==> config.mk <==
export PLATFORM = sky130hd
export DESIGN_NAME = sdivr_rx
export DESIGN_NICKNAME = d
export VERILOG_FILES = /design/src/sdivr_pkg.sv /design/src/sdivr_rx.sv
export VERILOG_INCLUDE_DIRS = /design/src /design/src/src
export SDC_FILE = /design/constraint.sdc
export NUM_CORES = 1
export LEC_CHECK = 0
export CAP_MARGIN = 30
export CORE_UTILIZATION = 45
export CTS_CLUSTER_DIAMETER = 200
export DETAILED_ROUTE_END_ITERATION = 10
export DONT_BUFFER_PORTS = 1
export PLACE_DENSITY = 0.69
export SKIP_LAST_GASP = 1
export SLEW_MARGIN = 20
export SYNTH_ARGS = -nofsm -noshare
export SYNTH_HDL_FRONTEND = slang
export SYNTH_SLANG_ARGS = --single-unit
==> constraint.sdc <==
create_clock -name mclk_in -period 8.2 [get_ports mclk_in]
set_clock_uncertainty 0.1 [all_clocks]
set_input_delay 1.23 -clock mclk_in [delete_from_list [all_inputs] [get_ports mclk_in]]
set_output_delay 1.23 -clock mclk_in [all_outputs]
set_load 0.01 [all_outputs]
==> src/sdivr_params.svh <==
// offsets, field positions, reset values and sizes of the video receive path
// assumes inclusion by the receive path module
`ifndef SDIVR_PARAMS_SVH
`define SDIVR_PARAMS_SVH

// ---------------------------------------------------------------
// register offsets
// ---------------------------------------------------------------
`define SDIVR_OFS_PICCTL 4'h0
`define SDIVR_OFS_FMTCTL 4'h4
`define SDIVR_OFS_ANCCTL 4'h8
`define SDIVR_OFS_STATUS 4'hc

// ---------------------------------------------------------------
// field positions
// ---------------------------------------------------------------
`define SDIVR_B_LSB_EN 0
`define SDIVR_B_VLSB_EN 1
`define SDIVR_B_FORCE_EN 5
`define SDIVR_B_STANDARD_DEF_RESTRICT 6
`define SDIVR_B_HIGH_DEF_RESTRICT 7
`define SDIVR_B_CODE_HD 4

// ---------------------------------------------------------------
// reset values and sizes
// ---------------------------------------------------------------
`define SDIVR_RST_PICCTL 2'h0
`define SDIVR_RST_FMTCTL 8'h00
`define SDIVR_RST_DEPTH 3'h0
`define SDIVR_SD_BITS 5'h0a
`define SDIVR_HD_BITS 5'h14
`define SDIVR_MAX_DEPTH 3'h4
`define SDIVR_W_ALL1 10'h3ff
`define SDIVR_W_ALL0 10'h000
`define SDIVR_CLIP_LO 10'h003
`define SDIVR_CLIP_HI 10'h3fc

`endif

==> src/sdivr_pkg.sv <==
// types of the video receive path
// assumes the params header is compiled alongside
`default_nettype none
package sdivr_pkg;
	typedef enum logic [1:0] {
		SDIVR_FMT_HUNT = 2'b00,
		SDIVR_FMT_SD = 2'b01,
		SDIVR_FMT_HD = 2'b10
	} sdivr_fmt_type;

	typedef logic [31:0] sdivr_word_type;
	typedef logic [19:0] sdivr_vid_type;
endpackage
`default_nettype wire

==> src/sdivr_rx.sv <==
// receive path: descramble, word build, trs align, clip, format, delay
// assumes one serial bit per mclk_in cycle and an axi4-lite master
`timescale 1ns/100ps
`default_nettype none
`include "sdivr_params.svh"

module sdivr_rx (
	input wire logic mclk_in,
	input wire logic rst_in,
	input wire logic ce_in,
	input wire logic serial_input_pair_in,
	input wire logic pll_lock_in,
	output logic [19:0] video_out_bus_out,
	output logic recovered_word_clock_out,
	input wire logic [3:0] s_axi_awaddr_in,
	input wire logic s_axi_awvalid_in,
	output logic s_axi_awready_out,
	input wire sdivr_pkg::sdivr_word_type s_axi_wdata_in,
	input wire logic [3:0] s_axi_wstrb_in,
	input wire logic s_axi_wvalid_in,
	output logic s_axi_wready_out,
	output logic [1:0] s_axi_bresp_out,
	output logic s_axi_bvalid_out,
	input wire logic s_axi_bready_in,
	input wire logic [3:0] s_axi_araddr_in,
	input wire logic s_axi_arvalid_in,
	output logic s_axi_arready_out,
	output sdivr_pkg::sdivr_word_type s_axi_rdata_out,
	output logic [1:0] s_axi_rresp_out,
	output logic s_axi_rvalid_out,
	input wire logic s_axi_rready_in
);
	import sdivr_pkg::*;

	// ---------------------------------------------------------------
	// state
	// ---------------------------------------------------------------
	typedef struct packed {
		logic [1:0] ser_sync;
		logic [1:0] lock_sync;
		logic prev_line;
		logic [8:0] nrz_hist;
		logic [59:0] shreg;
		logic [4:0] bit_cnt;
		sdivr_fmt_type fmt;
		logic xyz_next;
		logic vblank;
		logic eav;
		logic sav;
		logic new_sync_position_flag;
		logic [3:0][19:0] fifo;
		sdivr_vid_type vout;
		logic wclk;
		logic [1:0] picctl;
		logic [7:0] fmtctl;
		logic [2:0] depth;
		logic aw_have;
		logic [3:0] aw_addr;
		logic w_have;
		logic [7:0] w_data;
		logic w_lane0;
		logic bvalid;
		logic [1:0] bresp;
		logic rvalid;
		logic [1:0] rresp;
		sdivr_word_type rdata;
	} sdivr_state_type;

	sdivr_state_type st_q;
	sdivr_state_type st_d;

	// ---------------------------------------------------------------
	// helpers
	// ---------------------------------------------------------------
	// timing character lsb clipping
	function automatic logic [9:0] clip10(input logic [9:0] w);
		if (w <= `SDIVR_CLIP_LO) begin
			clip10 = `SDIVR_W_ALL0;
		end else if (w >= `SDIVR_CLIP_HI) begin
			clip10 = `SDIVR_W_ALL1;
		end else begin
			clip10 = w;
		end
	endfunction

	// dither removal: drop the noisy lsb
	function automatic logic [9:0] undither(input logic [9:0] w, input logic on);
		undither = on ? {w[9:1], 1'b0} : w;
	endfunction

	// register address decode
	function automatic logic mapped(input logic [3:0] a);
		mapped = (a == `SDIVR_OFS_PICCTL) || (a == `SDIVR_OFS_FMTCTL) ||
			(a == `SDIVR_OFS_ANCCTL) || (a == `SDIVR_OFS_STATUS);
	endfunction

	logic nrz_bit;
	logic ds_bit;
	logic [59:0] sh_new;
	logic hd;
	logic [4:0] wlen;
	logic sd_hit;
	logic hd_hit;
	logic trs_hit;
	logic emit;
	logic dd_on;
	sdivr_vid_type raw_w;
	sdivr_vid_type new_w;
	logic [9:0] xyz;
	logic [4:0] cnt_n;
	logic lock;
	logic aw_go;
	logic w_go;

	// ---------------------------------------------------------------
	// serial front end
	// ---------------------------------------------------------------
	// nrzi decode and self-sync descramble on the synced line
	assign nrz_bit = st_q.ser_sync[1] ^ st_q.prev_line;
	assign ds_bit = nrz_bit ^ st_q.nrz_hist[3] ^ st_q.nrz_hist[8];
	assign sh_new = {ds_bit, st_q.shreg[59:1]};
	assign lock = st_q.lock_sync[1];
	assign hd = (st_q.fmt == SDIVR_FMT_HD);
	assign wlen = hd ? `SDIVR_HD_BITS : `SDIVR_SD_BITS;

	// trs preamble search at every bit position
	assign sd_hit = (sh_new[39:30] == `SDIVR_W_ALL1) && (sh_new[59:40] == 20'h00000) &&
		(sh_new[29:20] != `SDIVR_W_ALL1) && !st_q.fmtctl[`SDIVR_B_HIGH_DEF_RESTRICT];
	assign hd_hit = (sh_new[19:0] == {`SDIVR_W_ALL1, `SDIVR_W_ALL1}) &&
		(sh_new[59:20] == 40'h0000000000) && !st_q.fmtctl[`SDIVR_B_STANDARD_DEF_RESTRICT];
	assign trs_hit = hd ? hd_hit : (st_q.fmt == SDIVR_FMT_SD) && sd_hit;
	assign emit = trs_hit || (st_q.bit_cnt == wlen - 5'h01);
	assign cnt_n = emit ? 5'h00 : st_q.bit_cnt + 5'h01;

	// ---------------------------------------------------------------
	// word processing
	// ---------------------------------------------------------------
	// low half is the earlier word: chroma in hd
	assign raw_w = hd ? sh_new[59:40] : {sh_new[59:50], sh_new[59:50]};
	assign dd_on = st_q.picctl[`SDIVR_B_LSB_EN] &&
		(!st_q.vblank || st_q.picctl[`SDIVR_B_VLSB_EN]);
	assign new_w = {clip10(undither(raw_w[19:10], dd_on)),
		clip10(undither(raw_w[9:0], dd_on))};
	assign xyz = raw_w[19:10];

	// ---------------------------------------------------------------
	// axi handshakes
	// ---------------------------------------------------------------
	// no item is offered as taken while the enable freezes the state
	assign s_axi_awready_out = ce_in && !st_q.aw_have && !st_q.bvalid;
	assign s_axi_wready_out = ce_in && !st_q.w_have && !st_q.bvalid;
	assign s_axi_arready_out = ce_in && !st_q.rvalid;
	assign aw_go = s_axi_awvalid_in && s_axi_awready_out;
	assign w_go = s_axi_wvalid_in && s_axi_wready_out;

	// next state of the whole block
	always_comb begin
		st_d = st_q;
		st_d.ser_sync = {st_q.ser_sync[0], serial_input_pair_in};
		st_d.lock_sync = {st_q.lock_sync[0], pll_lock_in};
		st_d.prev_line = st_q.ser_sync[1];
		st_d.nrz_hist = {st_q.nrz_hist[7:0], nrz_bit};
		st_d.shreg = sh_new;
		st_d.bit_cnt = cnt_n;
		st_d.wclk = (cnt_n >= (wlen >> 1));
		// format tracking, only with pll lock
		if (!lock) begin
			st_d.fmt = SDIVR_FMT_HUNT;
		end else if (st_q.fmtctl[`SDIVR_B_FORCE_EN]) begin
			st_d.fmt = st_q.fmtctl[`SDIVR_B_CODE_HD] ? SDIVR_FMT_HD : SDIVR_FMT_SD;
		end else if (hd && st_q.fmtctl[`SDIVR_B_STANDARD_DEF_RESTRICT]) begin
			st_d.fmt = SDIVR_FMT_HUNT;
		end else if (st_q.fmt == SDIVR_FMT_SD && st_q.fmtctl[`SDIVR_B_HIGH_DEF_RESTRICT]) begin
			st_d.fmt = SDIVR_FMT_HUNT;
		end else if (st_q.fmt == SDIVR_FMT_HUNT) begin
			if (hd_hit) begin
				st_d.fmt = SDIVR_FMT_HD;
			end else if (sd_hit) begin
				st_d.fmt = SDIVR_FMT_SD;
			end
		end
		// any format change restarts the word count, so the next word
		// ends only after a full high phase of the word clock
		if (st_d.fmt != st_q.fmt) begin
			st_d.bit_cnt = 5'h00;
		end
		// word boundary: flags, delay line, output
		if (emit) begin
			st_d.new_sync_position_flag = trs_hit && (st_q.bit_cnt != wlen - 5'h01);
			st_d.xyz_next = trs_hit;
			st_d.eav = st_q.xyz_next && xyz[6];
			st_d.sav = st_q.xyz_next && !xyz[6];
			if (st_q.xyz_next) begin
				st_d.vblank = xyz[7];
			end
			if (st_q.depth == 3'h0) begin
				st_d.vout = new_w;
			end else if (st_q.depth >= `SDIVR_MAX_DEPTH) begin
				st_d.vout = st_q.fifo[3];
			end else begin
				st_d.vout = st_q.fifo[st_q.depth[1:0] - 2'h1];
			end
			for (int i = 3; i > 0; i--) begin
				st_d.fifo[i] = st_q.fifo[i - 1];
			end
			st_d.fifo[0] = new_w;
		end
		// write channel: address and data in either order
		if (aw_go) begin
			st_d.aw_have = 1'b1;
			st_d.aw_addr = s_axi_awaddr_in;
		end
		if (w_go) begin
			st_d.w_have = 1'b1;
			st_d.w_data = s_axi_wdata_in[7:0];
			st_d.w_lane0 = s_axi_wstrb_in[0];
		end
		if (st_q.aw_have && st_q.w_have) begin
			st_d.aw_have = 1'b0;
			st_d.w_have = 1'b0;
			st_d.bvalid = 1'b1;
			st_d.bresp = mapped(st_q.aw_addr) ? 2'b00 : 2'b10;
			if (st_q.w_lane0) begin
				case (st_q.aw_addr)
					`SDIVR_OFS_PICCTL: st_d.picctl = st_q.w_data[1:0];
					`SDIVR_OFS_FMTCTL: st_d.fmtctl = st_q.w_data;
					`SDIVR_OFS_ANCCTL: st_d.depth = st_q.w_data[2:0];
					default: st_d.depth = st_q.depth;
				endcase
			end
		end
		if (st_q.bvalid && s_axi_bready_in) begin
			st_d.bvalid = 1'b0;
		end
		// read channel
		if (s_axi_arvalid_in && s_axi_arready_out) begin
			st_d.rvalid = 1'b1;
			st_d.rresp = mapped(s_axi_araddr_in) ? 2'b00 : 2'b10;
			case (s_axi_araddr_in)
				`SDIVR_OFS_PICCTL: st_d.rdata = {30'h00000000, st_q.picctl};
				`SDIVR_OFS_FMTCTL: st_d.rdata = {24'h000000, st_q.fmtctl};
				`SDIVR_OFS_ANCCTL: st_d.rdata = {29'h00000000, st_q.depth};
				`SDIVR_OFS_STATUS: st_d.rdata = {25'h0000000, st_q.vblank, st_q.new_sync_position_flag,
					st_q.sav, st_q.eav, st_q.fmt, lock};
				default: st_d.rdata = 32'h00000000;
			endcase
		end else if (st_q.rvalid && s_axi_rready_in) begin
			st_d.rvalid = 1'b0;
		end
	end

	// state register, frozen while ce_in is low
	always_ff @(posedge mclk_in or posedge rst_in) begin
		if (rst_in) begin
			st_q <= '0;
			st_q.fmt <= SDIVR_FMT_HUNT;
			st_q.picctl <= `SDIVR_RST_PICCTL;
			st_q.fmtctl <= `SDIVR_RST_FMTCTL;
			st_q.depth <= `SDIVR_RST_DEPTH;
		end else if (ce_in) begin
			st_q <= st_d;
		end
	end

	// ---------------------------------------------------------------
	// outputs
	// ---------------------------------------------------------------
	assign video_out_bus_out = st_q.vout;
	assign recovered_word_clock_out = st_q.wclk;
	assign s_axi_bvalid_out = st_q.bvalid;
	assign s_axi_bresp_out = st_q.bresp;
	assign s_axi_rvalid_out = st_q.rvalid;
	assign s_axi_rresp_out = st_q.rresp;
	assign s_axi_rdata_out = st_q.rdata;

	// ---------------------------------------------------------------
	// assertions
	// ---------------------------------------------------------------
	property p_clip_low;
		@(posedge mclk_in) disable iff (rst_in)
		!(st_q.vout[9:0] inside {10'h001, 10'h002, 10'h003});
	endproperty
	a_clip_low: assert property (p_clip_low) else $error("low trs value not clipped");

	property p_clip_high;
		@(posedge mclk_in) disable iff (rst_in)
		!(st_q.vout[19:10] inside {10'h3fc, 10'h3fd, 10'h3fe});
	endproperty
	a_clip_high: assert property (p_clip_high) else $error("high trs value not clipped");

	property p_change_on_fall;
		@(posedge mclk_in) disable iff (rst_in)
		$changed(video_out_bus_out) |-> !recovered_word_clock_out && $past(st_q.wclk);
	endproperty
	a_change_on_fall: assert property (p_change_on_fall) else $error("word changed off fall");

	property p_cfg_after_reset;
		@(posedge mclk_in)
		$fell(rst_in) |-> st_q.picctl == 2'h0;
	endproperty
	a_cfg_after_reset: assert property (p_cfg_after_reset) else $error("restore enabled at reset");

	property p_sd_dup;
		@(posedge mclk_in) disable iff (rst_in)
		!hd |-> new_w[19:10] == new_w[9:0];
	endproperty
	a_sd_dup: assert property (p_sd_dup) else $error("sd word not duplicated");

	property p_zero_delay;
		@(posedge mclk_in) disable iff (rst_in)
		ce_in && emit && st_q.depth == 3'h0 |=> video_out_bus_out == $past(new_w);
	endproperty
	a_zero_delay: assert property (p_zero_delay) else $error("zero delay word wrong");

	property p_standard_def_restrict;
		@(posedge mclk_in) disable iff (rst_in)
		ce_in && hd && st_q.fmtctl[`SDIVR_B_STANDARD_DEF_RESTRICT] && !st_q.fmtctl[`SDIVR_B_FORCE_EN]
		|=> st_q.fmt != SDIVR_FMT_HD;
	endproperty
	a_standard_def_restrict: assert property (p_standard_def_restrict) else $error("hd kept under sd restrict");

	property p_no_lock;
		@(posedge mclk_in) disable iff (rst_in)
		ce_in && !lock |=> st_q.fmt == SDIVR_FMT_HUNT;
	endproperty
	a_no_lock: assert property (p_no_lock) else $error("format held without lock");

	property p_realign;
		@(posedge mclk_in) disable iff (rst_in)
		ce_in && trs_hit |=> st_q.bit_cnt == 5'h00 && st_q.xyz_next;
	endproperty
	a_realign: assert property (p_realign) else $error("no realign on trs");

	property p_forced;
		@(posedge mclk_in) disable iff (rst_in)
		ce_in && lock && st_q.fmtctl[`SDIVR_B_FORCE_EN] |=>
			st_q.fmt == ($past(st_q.fmtctl[4]) ? SDIVR_FMT_HD : SDIVR_FMT_SD);
	endproperty
	a_forced: assert property (p_forced) else $error("forced format ignored");

	c_trs: cover property (@(posedge mclk_in) disable iff (rst_in) trs_hit);
	c_hd: cover property (@(posedge mclk_in) disable iff (rst_in) st_q.fmt == SDIVR_FMT_HD);
	c_nsp: cover property (@(posedge mclk_in) disable iff (rst_in) st_q.new_sync_position_flag);
endmodule // sdivr_rx
`default_nettype wire

-- After elaboration in Yosys (flattened, before gate mapping)
Cells that the tools add are included.
- add/subtract/negate cells: 3
- magnitude comparators: 7
- eq/ne operators: 14
- mux-type cells: 34
- bitwise gates (word level): 3
- reduce and logical (&&, ||, !) cells: 62
- operator list (kind ; count):
    two-way mux 10 bit ; 6
    two-way mux 20 bit ; 3
    binary-select mux 20 bit (select 2 bit) ; 1
    zero test 40 bit ; 1
    one-hot mux 8 bit (4 select lines) ; 1
    logical AND 1 bit ; 23
    equality test 20 bit (second input constant) ; 1
    greater-or-equal comparator 10 bit (second input constant) ; 2
    less-or-equal comparator 10 x 2 -> 1 bit (second input constant) ; 2
    zero test 20 bit ; 1
    two-way mux 2 bit ; 10
    two-way mux 5 bit ; 4
    AND reduction 2 bit ; 9
    equality test 4 bit (second input constant) ; 4
    AND reduction 4 bit ; 3
    equality test 10 bit (second input constant) ; 1
    inequality test 10 bit (second input constant) ; 1
    equality test 4 x 3 -> 1 bit (second input constant) ; 2
    zero test 1 bit ; 8
    zero test 4 bit ; 2
    logical OR 1 bit ; 8
    two-way mux 1 bit ; 8
    nonzero test 2 bit ; 4
    adder 5 x 1 -> 5 bit (second input constant) ; 1
    15 further kinds ; 17
- register bits after elaboration: 253
- input port bits: 54
- output and inout bits: 62
- logic and storage cells: 154

-- Depth between registers and ports, before layout
Gate-level depths: netlist (run 1).
- word-level depth: 16
- gate-level depth with buffers: 14
- depth with buffers taken out: 12

-- Worst setup path before layout (run 1)
Ideal clock, no wire load.
- path type: input to output
- start point: input port ce_in
- end point: output port s_axi_arready_out
- data arrival time: 2174 ps
- data required time: 6870 ps
- slack: 4696 ps
- stages: 4
- buffers on the path: 3
- cell sequence: buf_2 clkbuf_1 clkbuf_1 nor2b_1
- longest elaborated chain between the ends: 1
- ends and longest elaborated chain (element ; line ; source):
    start, declared ; sdivr_rx.sv:10 ; input wire logic ce_in,
    logical AND 1 bit ; sdivr_rx.sv:152 ; assign s_axi_arready_out = ce_in && !st_q.rvalid;
    end, declared ; sdivr_rx.sv:27 ; output logic s_axi_arready_out,
Every way passes these cells.

-- Worst setup path after layout (run 1)
- start point: register st_q[172] in the netlist's numbering
- end point: register st_q[130] in the netlist's numbering
- longest elaborated chain between the ends: 6
- elaborated cells between the ends (all ways): 9
- those cells by class: add/sub (1); eq/ne (3); mux (2); reduce/logical (3)
- ends and longest elaborated chain (element ; line ; source):
    start, declared ; sdivr_rx.sv:69 ; sdivr_state_type st_q;
    start signal, assigned ; sdivr_rx.sv:261 ; st_q <= st_d;
    equality test 2 bit ; sdivr_rx.sv:123 ; assign hd = (st_q.fmt == SDIVR_FMT_HD);
    two-way mux 5 bit (no source line) ; - ;
    subtractor 5 x 1 -> 5 bit ; sdivr_rx.sv:132 ; assign emit = trs_hit || (st_q.bit_cnt == wlen - 5'h01);
    equality test 5 bit ; sdivr_rx.sv:132 ;
    logical OR 1 bit * ; sdivr_rx.sv:132 ;
    AND reduction 2 bit (no source line) * ; - ;
Every way passes the cells marked *; elsewhere a longest branch is shown, timed or not.
A chain may end at the register's enable or synchronous reset.

==> results of run 1 <==
## how the worst max path moves through the flow
stage,from,endpoint
after floorplan,rst_in,lock
after global placement,st_q[172],st_q[108]
after detailed placement,st_q[172],st_q[138]
after CTS,st_q[172],st_q[138]
after global routing,st_q[172],st_q[130]
final,st_q[172],st_q[130]
## cells by family after synthesis
logic type | Yosys count
compound gates | 136
xor+xnor | 5
fa+ha+maj | 6
buf+inv | 118
flops | 226
mux | 211
other cells | 1
simple gates | 190
## cells in the mapped netlist (all sizes together) (13+ instances only)
library cell  instances  area (um^2)
mux2i                32        320.3
inv                  13        48.79
buf                  77        588.1
dfrtp               226         5655
o21ai                45        229.0
nor2                 47        176.4
clkbuf               28        105.1
nand2                50        187.7
mux2                177         2278
a21oi                25        125.1
a211oi               14        105.1
nand4                17        106.4
## per-layer routing
layer / GRT usage [%] / vias to the layer above / routed length [um]
li1: - / 3037 / -
met1: 23.45 / 3249 / 9644
met2: 27.36 / 106 / 9762
met3: 2.722 / 29 / 770
met4: 3.297 / 0 / 323
met5: 0 / - / 0
## stage by stage
stage	utilization, %	cells
2_1_floorplan	-	918
3_3_place_gp	45.85	1139
3_5_place_dp	45.94	1140
4_1_cts	48.98	1179
5_1_grt	49.16	1181
6_report	49.16	1181
## power by group
group / switching (uW) / internal (uW)
clock network: 426 / 595
registers: 300 / 1370
logic: 659 / 526
total: 1380 / 2490
## placed cells by master (no fill, tap or decap), types with 4 or more instances in the layout
cell       count
nor3_1        11
ha_1           6
dfrtp_1      226
nor4_1        10
a21oi_1       25
o22a_1         7
nand2_1       50
and2_1         5
clkinv_2       6
buf_4          7
clkbuf_1       4
o21a_1         4
mux2_2       100
o21ai_1       24
o21ai_0       20
a22o_1         5
xnor2_1        4
nor2_1        46
a211oi_1      14
and3_1         5
nor2b_1        5
nand4_1       17
o221ai_1       5
mux2_4        76
o22ai_1       10
mux2i_1       32
a21o_1         5
conb_1        26
clkbuf_16     23
nand3_1       11
inv_1         11
nand2b_1       9
## final cells by class
type                            instances  area [um^2]  share of cell area (%)
Timing Repair Buffer                   10        115.1                  0.9858
Multi-Input combinational cell        574         4728                   40.49
Inverter                               13        56.30                  0.4822
Clock inverter                         10        105.1                  0.9000
Clock buffer                           29        618.1                   5.293
Tap cell                              319        399.1                   3.418
Sequential cell                       226         5655                   48.43
## registers in the layout (all words and copies together), names as in the netlist
name	cells
video_out_bus_out	20
sh_new	59
st_d	11
recovered_word_clock_out	1
s_axi_rvalid_out	1
st_q	122
s_axi_rresp_out	1
s_axi_rdata_out	8
s_axi_bresp_out	1
s_axi_bvalid_out	1
lock	1
## critical path: stages (launching register included)
cell,delay (ns)
dfrtp_1,0.52
nand2b_1,0.15
buf_4,0.30
inv_2,0.14
nand4_1,0.12
a211oi_1,0.08
o21bai_2,0.23
o21ai_4,0.67
buf_4,0.80
mux2_4,0.35
==> impl_metrics.env, run 1 <==
export IMPL_worst_endpoint_required_ns=8.49
export IMPL_drc=0
export IMPL_dr_pass1_iters=4
export IMPL_postCtsSetupBuffers=0
export IMPL_fin_area_mm2=0.01168
export IMPL_synth_seq_cells=226
export IMPL_dp_hpwl_um=13130
export IMPL_synth_top_family_by_area="multiplexers"
export IMPL_fin_tns_setup_ns=0
export IMPL_crit_type="reg -> reg"
export IMPL_synth_simple_gate_area_share_pct=8.877
export IMPL_synth_edf_count=0
export IMPL_cts_buffers_inserted=23
export IMPL_grt_use_total_pct=16.72
export IMPL_antenna_found_initial=0
export IMPL_synth_xor_area_share_pct=0.4654
export IMPL_fin_crit_ns=3.622
export IMPL_design_core_area_mm2=0.02375
export IMPL_ir_drop_mv=0.1841
export IMPL_synth_mux_area_share_pct=23.99
export IMPL_fp_dieH_um=158.5
export IMPL_p_leak_uw=0.005615
export IMPL_overflow=0
export IMPL_htreeDepth=1
export IMPL_yosys_most_used_dff="dfrtp_1"
export IMPL_n_antenna_cell=0
export IMPL_cts_path_max_buffers=3
export IMPL_start_util_pct=46.40
export IMPL_cts_tree="built"
export IMPL_dpl_worst_slack_ns=4.557
export IMPL_synthToLayoutAreaGrowth_pct=5.948
export IMPL_vias=6421
export IMPL_drv_slew=0
export IMPL_status="finished clean"
export IMPL_holdPathStages=2
export IMPL_synthAdderAreaFrac_pct=0.6811
export IMPL_num_io_pins=116
export IMPL_grt_pass1_wl_um=33480
export IMPL_routedWlPerCell_um=17.36
export IMPL_timing_rr_end="st_q[130]"
export IMPL_placed_area_mm2=0.01091
export IMPL_critPathCaptureType="register"
export IMPL_fp_row_count=56
export IMPL_synthArstFlopShare_pct=100.0
export IMPL_reg2reg_setup_slack_ns=4.58
export IMPL_rsz0062_at_grt="false"
export IMPL_cts_resized=0
export IMPL_setup_slack_ns=4.578
export IMPL_gp_congestion=0.8124
export IMPL_ys_seq_area_share_pct=51.31
export IMPL_finalPower_uw=3873
export IMPL_arrival_ns=3.91
export IMPL_rr_startpoint="st_q[172]"
export IMPL_power_density_mw_per_mm2=331.6
export IMPL_first_iter_violations=413
export IMPL_viasPerCell=5.437
export IMPL_hp_start="st_q[168]"
export IMPL_finalHoldViolCount=0
export IMPL_synth_compound_area_share_pct=7.912
export IMPL_crit_path_start_kind="register"
export IMPL_fmax_mhz=276.1
export IMPL_die_w_um=158.5
export IMPL_grt_pass1_vias=6325
export IMPL_drive_gt1_share_pct=27.38
export IMPL_cp_max_fo=64
export IMPL_rr_worst_depth=9
export IMPL_insertion_delay_ns=0.51
export IMPL_syn_instance_count=893
export IMPL_nNetsFinal=908
export IMPL_relSlewSlack_pct=42.93
export IMPL_clk_pin_slew_ns=0.06
export IMPL_antenna_left=0
export IMPL_cts_root_buf="clkbuf_16"
export IMPL_grt_max_degree=146
export IMPL_clock_sinks=226
export IMPL_yosys_warnings=0
export IMPL_period_share_pct=44.16
export IMPL_maxCapViolCount=0
export IMPL_setup_viol=0
export IMPL_hold_slack_ns=0.3786
export IMPL_hold_end="st_q[168]"
export IMPL_synth_cell_type_count=64
export IMPL_synth_area_mm2=0.01102
export IMPL_cts_hold_buf=0
export IMPL_holdCritPathClass="reg -> reg"
export IMPL_die_area_mm2=0.02512
export IMPL_tightestPinTransition_ns=0.8560
export IMPL_portBuffers=0
export IMPL_fillCellCount=2057
export IMPL_syn_avg_cell_area_um2=12.34
export IMPL_finalWirelength_um=20500
(Power assumes the default switching activity.)
==> run 2, diff against run 1 <==
==> constraint.sdc (replaced) <==
create_clock -name mclk_in -period 3.6 [get_ports mclk_in]
set_clock_uncertainty 0.1 [all_clocks]
set_input_delay 0.54 -clock mclk_in [delete_from_list [all_inputs] [get_ports mclk_in]]
set_output_delay 0.54 -clock mclk_in [all_outputs]
set_load 0.01 [all_outputs]
==> run 2 against run 1 <==
Against the previous run: power increased by 130%; combinational power increased by 140%; flip-flop and latch count unchanged; critical endpoint is now recovered_word_clock_out; first-iteration DRC count increased by 2.9%; largest cell class unchanged; cell count increased by 0.68%; register-to-register slack got worse by 4.2 ns; wire length increased by 2.3%; die area unchanged; worst hold slack got worse by 0.32 ns.
==> impl_metrics.env, run 2 (synthesis results as in run 1) <==
export IMPL_dr_pass1_iters=4
export IMPL_dpl_worst_slack_ns=0.4106
export IMPL_finalWirelength_um=20970
export IMPL_fin_tns_setup_ns=0
export IMPL_critPathCaptureType="register"
export IMPL_viasPerCell=5.439
export IMPL_cp_max_fo=7
export IMPL_path_cells="nand4b_1, or4_4, nor3_2, nor3b_4, nor2_1, and2_1, ha_1, a21o_1, a21o_1, a221oi_1, a21oi_1"
export IMPL_crit_path_start_kind="register"
export IMPL_fillCellCount=2037
export IMPL_routedWlPerCell_um=17.64
export IMPL_ff_latch_area_mm2=0.005655
export IMPL_grt_pass1_wl_um=33700
export IMPL_maxCapViolCount=0
export IMPL_die_area_mm2=0.02512
export IMPL_status="finished clean"
export IMPL_die_w_um=158.5
export IMPL_clock_sinks=226
export IMPL_pwr_share_comb_pct=32.5
export IMPL_antenna_left=0
export IMPL_finalPower_uw=8851
export IMPL_grt_use_total_pct=16.80
export IMPL_num_io_pins=116
export IMPL_largest_register="st_q"
export IMPL_fin_crit_ns=3.209
export IMPL_insertion_delay_ns=0.51
export IMPL_clk_pin_slew_ns=0.06
export IMPL_cellInternalPower_uw=5662
export IMPL_n_antenna_cell=0
export IMPL_p_sw_uw=3188
export IMPL_multi_input_area_mm2=0.004726
export IMPL_fp_dieH_um=158.5
export IMPL_finalHoldViolCount=0
export IMPL_fp_row_count=56
export IMPL_synthToLayoutAreaGrowth_pct=6.335
export IMPL_drive_gt1_share_pct=27.47
export IMPL_worst_path_largest_cell_delay_ns=0.51
export IMPL_cp_slowest_cell="or4_4"
export IMPL_start_util_pct=46.40
export IMPL_cts_path_max_buffers=3
export IMPL_hold_slack_ns=0.06244
export IMPL_most_common_layout_cells="dfrtp_1, mux2_2, mux2_4"
export IMPL_crit_path_frequent_cell="a21o_1"
export IMPL_postCtsSetupBuffers=0
export IMPL_htreeDepth=1
export IMPL_clkPwrFrac_pct=25.3
export IMPL_fmax_mhz=311.6
export IMPL_largest_reg_flops=122
export IMPL_final_common_cell="dfrtp_1"
export IMPL_cts_buffers_inserted=23
export IMPL_portBuffers=0
export IMPL_vias=6467
export IMPL_setup_slack_ns=0.3911
export IMPL_finalNonFillerCells=1189
export IMPL_drv_slew=0
export IMPL_dp_cells=1150
export IMPL_worst_endpoint_required_ns=3.89
export IMPL_overflow=0
export IMPL_swShare_pct=36.02
export IMPL_gp_congestion=0.7895
export IMPL_cts_resized=0
export IMPL_rr_worst_depth=11
export IMPL_setup_viol=0
export IMPL_dp_hpwl_um=13590
export IMPL_crit_type="reg -> reg"
export IMPL_nNetsFinal=917
export IMPL_cts_root_buf="clkbuf_16"
export IMPL_antenna_found_initial=0
export IMPL_first_iter_violations=425
export IMPL_tightestPinTransition_ns=0.7958
export IMPL_period_share_pct=89.14
export IMPL_design_core_area_mm2=0.02375
export IMPL_grt_max_degree=100
export IMPL_rsz0062_at_grt="false"
export IMPL_holdCritPathClass="in -> reg"
export IMPL_holdPathStages=1
export IMPL_p_seq_share_pct=42.1
export IMPL_power_density_mw_per_mm2=755.2
export IMPL_cts_tree="built"
export IMPL_ir_drop_mv=0.3985
export IMPL_relSlewSlack_pct=46.83
export IMPL_drc=0
export IMPL_grt_pass1_vias=6356
export IMPL_p_leak_uw=0.005641
export IMPL_arrival_ns=3.50
[run 2: cell types whose count changed in the layout (fill, tap and decap cells not counted), sizes merged]
cell | before | now
dlygate4sd3 | 0 | 1
clkbuf | 29 | 35
bufinv | 2 | 0
clkinv | 6 | 1
buf | 10 | 18
[run 2: power groups by stage]
stage / combinational [uW] / sequential [uW] / clock [uW]
floorplan: 2310 / 3520 / 0
global placement: 2810 / 3740 / 0
detailed placement: 2880 / 3770 / 0
CTS: 2900 / 3730 / 2290
global route: 3170 / 3820 / 2390
finish: 2880 / 3730 / 2240
[run 2: area by class of cell]
cell class,count,share of cell area [%]
clock inverter,3,0.1815
tap,319,3.406
clock buffer,35,5.722
timing repair buffer,19,1.665
multi-input combinational,574,40.32
sequential,226,48.25
inverter,13,0.4484
[run 2: metal layers]
metal / GRT usage, % / vias to the layer above / wire length, um
li1: - / 3055 / -
met1: 23.97 / 3266 / 10150
met2: 26.40 / 109 / 9718
met3: 3.103 / 37 / 758
met4: 4.029 / 0 / 344
met5: 0 / - / 0
[run 2: worst paths after layout]
| kind | endpoint | startpoint | slack, ns |
|---|---|---|---|
| max in group asynchronous | video_out_bus_out[6] | rst_in | 1.86 |
| hold reg to reg | st_q[168] | st_q[168] | 0.38 |
| setup reg to reg | recovered_word_clock_out | sh_new[21] | 0.39 |
| hold / removal | st_d[240] | ce_in | 0.06 |
| setup / recovery | recovered_word_clock_out | sh_new[21] | 0.39 |
| min in group asynchronous | sh_new[57] | rst_in | 0.57 |
[run 2: critical path, delay by kind of cell (launching register included)]
family          cells  cell delay (ns)
flops               1             0.40
simple gates        6             1.66
fa+ha+maj           1             0.26
compound gates      4             0.67
[run 2: stage by stage]
step           utilization, %  instance area, um^2
2_1_floorplan               -                11120
3_3_place_gp            46.39                11020
3_5_place_dp            46.39                11020
4_1_cts                 49.34                11720
5_1_grt                 49.34                11720
6_report                49.34                11720
[run 2: timing repair]
item / CTS / global route
hold endpoints to repair: 32 / 0
hold buffers: 1 / 0
setup endpoints to repair: 0 / 0
==> run 3, diff against run 2 <==
--- a/config.mk
+++ b/config.mk
@@ -11,6 +11,7 @@
 export CTS_CLUSTER_DIAMETER = 200
 export DETAILED_ROUTE_END_ITERATION = 10
 export DONT_BUFFER_PORTS = 1
+export GPL_TIMING_DRIVEN = 0
 export PLACE_DENSITY = 0.69
 export SKIP_LAST_GASP = 1
 export SLEW_MARGIN = 20
==> run 3 against run 2 <==
Against the previous run: critical path depth rose by 1; power rose by 3.6%; cell area rose by 6.1%; worst hold slack improved by 0.0097 ns; highest routed layer unchanged; critical path type unchanged; sequential power barely moved; clock power rose by 8%; maximum frequency fell by 6.0%; largest cell class unchanged; non-clock buffer count rose by 93; register-to-register slack got worse by 0.21 ns; sequential share of layout area fell by 2.8 points.
==> impl_metrics.env, run 3 (synthesis results as in run 1) <==
export IMPL_most_common_layout_cells="dfrtp_1, mux2_2, mux2_4"
export IMPL_viasPerCell=5.350
export IMPL_grt_use_total_pct=19.35
export IMPL_overflow=0
export IMPL_critPathCaptureType="register"
export IMPL_dr_pass1_iters=5
export IMPL_clock_sinks=226
export IMPL_cp_max_fo=10
export IMPL_worst_endpoint_required_ns=3.94
export IMPL_num_io_pins=116
export IMPL_fillCellCount=2053
export IMPL_ir_drop_mv=0.5674
export IMPL_antenna_left=0
export IMPL_hp_start="s_axi_wdata_in[5]"
export IMPL_die_w_um=158.5
export IMPL_dp_hpwl_um=16290
export IMPL_crit_type="reg -> reg"
export IMPL_dp_cells=1244
export IMPL_cts_path_max_buffers=3
export IMPL_reg2reg_setup_slack_ns=0.18
export IMPL_drive_gt1_share_pct=31.95
export IMPL_setup_viol=0
export IMPL_rsz0062_at_grt="false"
export IMPL_largest_reg_flops=122
export IMPL_largest_register="st_q"
export IMPL_pwr_share_comb_pct=33.3
export IMPL_dpl_worst_slack_ns=-0.3571
export IMPL_grt_pass1_vias=6922
export IMPL_ff_latch_area_mm2=0.005655
export IMPL_fmax_mhz=292.8
export IMPL_final_common_cell="dfrtp_1"
export IMPL_routedWlPerCell_um=18.29
export IMPL_clkPwrFrac_pct=26.4
export IMPL_grt_pass1_wl_um=38090
export IMPL_cts_tree="built"
export IMPL_nNetsFinal=1011
export IMPL_antenna_found_initial=0
export IMPL_gp_congestion=0.8531
export IMPL_finalNonFillerCells=1283
export IMPL_maxCapViolCount=0
export IMPL_n_antenna_cell=0
export IMPL_drc=0
export IMPL_postCtsSetupBuffers=0
export IMPL_crit_path_start_kind="register"
export IMPL_period_share_pct=94.87
export IMPL_hold_end="st_q[44]"
export IMPL_cts_buffers_inserted=24
export IMPL_p_sw_uw=3288
export IMPL_tightestPinTransition_ns=0.7134
export IMPL_postLayoutCoreUtil_pct=52.37
export IMPL_multi_input_area_mm2=0.004723
export IMPL_holdCritPathClass="in -> reg"
export IMPL_fp_row_count=56
export IMPL_start_util_pct=46.40
export IMPL_rr_worst_depth=12
export IMPL_relSlewSlack_pct=52.44
export IMPL_portBuffers=0
export IMPL_htreeDepth=1
export IMPL_arrival_ns=3.75
export IMPL_design_core_area_mm2=0.02375
export IMPL_cts_root_buf="clkbuf_16"
export IMPL_cellInternalPower_uw=5883
export IMPL_power_density_mw_per_mm2=737.2
export IMPL_clk_pin_slew_ns=0.06
export IMPL_fin_tns_setup_ns=0
export IMPL_p_leak_uw=0.006073
export IMPL_finalHoldViolCount=0
export IMPL_synthToLayoutAreaGrowth_pct=12.86
export IMPL_die_area_mm2=0.02512
export IMPL_vias=6864
export IMPL_fp_dieH_um=158.5
export IMPL_grt_max_degree=35
export IMPL_drv_slew=0
export IMPL_timing_rr_end="video_out_bus_out[0]"
export IMPL_setup_slack_ns=0.1846
export IMPL_swShare_pct=35.85
export IMPL_first_iter_violations=539
export IMPL_fin_crit_ns=3.415
export IMPL_p_seq_share_pct=40.3
export IMPL_holdPathStages=1
export IMPL_placed_area_mm2=0.01166
export IMPL_finalWirelength_um=23470
export IMPL_insertion_delay_ns=0.52
export IMPL_status="finished clean"
export IMPL_rr_startpoint="st_q[53]"
export IMPL_fin_area_mm2=0.01244
-- run 3: how the worst max path moves through the flow --
stage / from / endpoint / slack (ns) / cells after the start
3_3_place_gp: rst_in / st_q[114] / -1.19 / 1
3_5_place_dp: st_q[53] / video_out_bus_out[0] / -0.36 / 12
6_report: st_q[53] / video_out_bus_out[0] / 0.18 / 12
5_1_grt: st_q[53] / video_out_bus_out[0] / 0.02 / 12
2_1_floorplan: rst_in / lock / 0.008 / 1
4_1_cts: st_q[53] / video_out_bus_out[6] / 0.09 / 12
-- run 3: power by group through the flow --
stage                     registers (uW)  clock network, uW  logic (uW)
after floorplan                     3520                  0        2310
after CTS                           3690               2470        3060
after detailed placement            3730                  0        3020
final                               3700               2420        3050
after global placement              3710                  0        2950
after global routing                3780               2560        3370
-- run 3: final cells by class --
type	count	share of cell area, %
sequential	226	45.46
multi-input combinational	574	37.97
tap	319	3.209
inverter	13	0.4225
clock buffer	37	5.874
buffer	104	5.572
timing repair buffer	8	1.207
clock inverter	2	0.2816
-- run 3: per-layer routing --
metal	part of all wire [%]	vias up	global-route usage, %
met1	46	3433	26.75
met4	1.9	0	4.853
met2	47	155	31.58
met5	0	-	0
li1	-	3239	-
met3	4.6	37	3.239
-- run 3: what timing repair did --
action / 4_1_cts / 5_1_grt
hold endpoints to repair: 9 / 0
setup endpoints to repair: 14 / 10
hold buffers: 1 / 0
resized for setup: 4 / 1
-- run 3: critical path, stage by stage (launching register included) --
cell and delay (ns):
dfrtp_1 0.34, clkbuf_1 0.42, clkbuf_2 0.37, inv_1 0.10, ha_1 0.28, clkbuf_1 0.33
nor2_1 0.10, nor2_2 0.46, clkbuf_2 0.37, o22ai_1 0.13, nor2_1 0.10, a21oi_1 0.08
o21ai_1 0.14
-- run 3: per-stage QoR --
stage / total power [uW] / hold WS [ns]
final: 9170 / 0.07216
after global routing: 9723 / 0.06275
after CTS: 9220 / 0.06253
after detailed placement: 6755 / 0.2998
after global placement: 6657 / 0.3694
after floorplan: 5822 / 0.3472
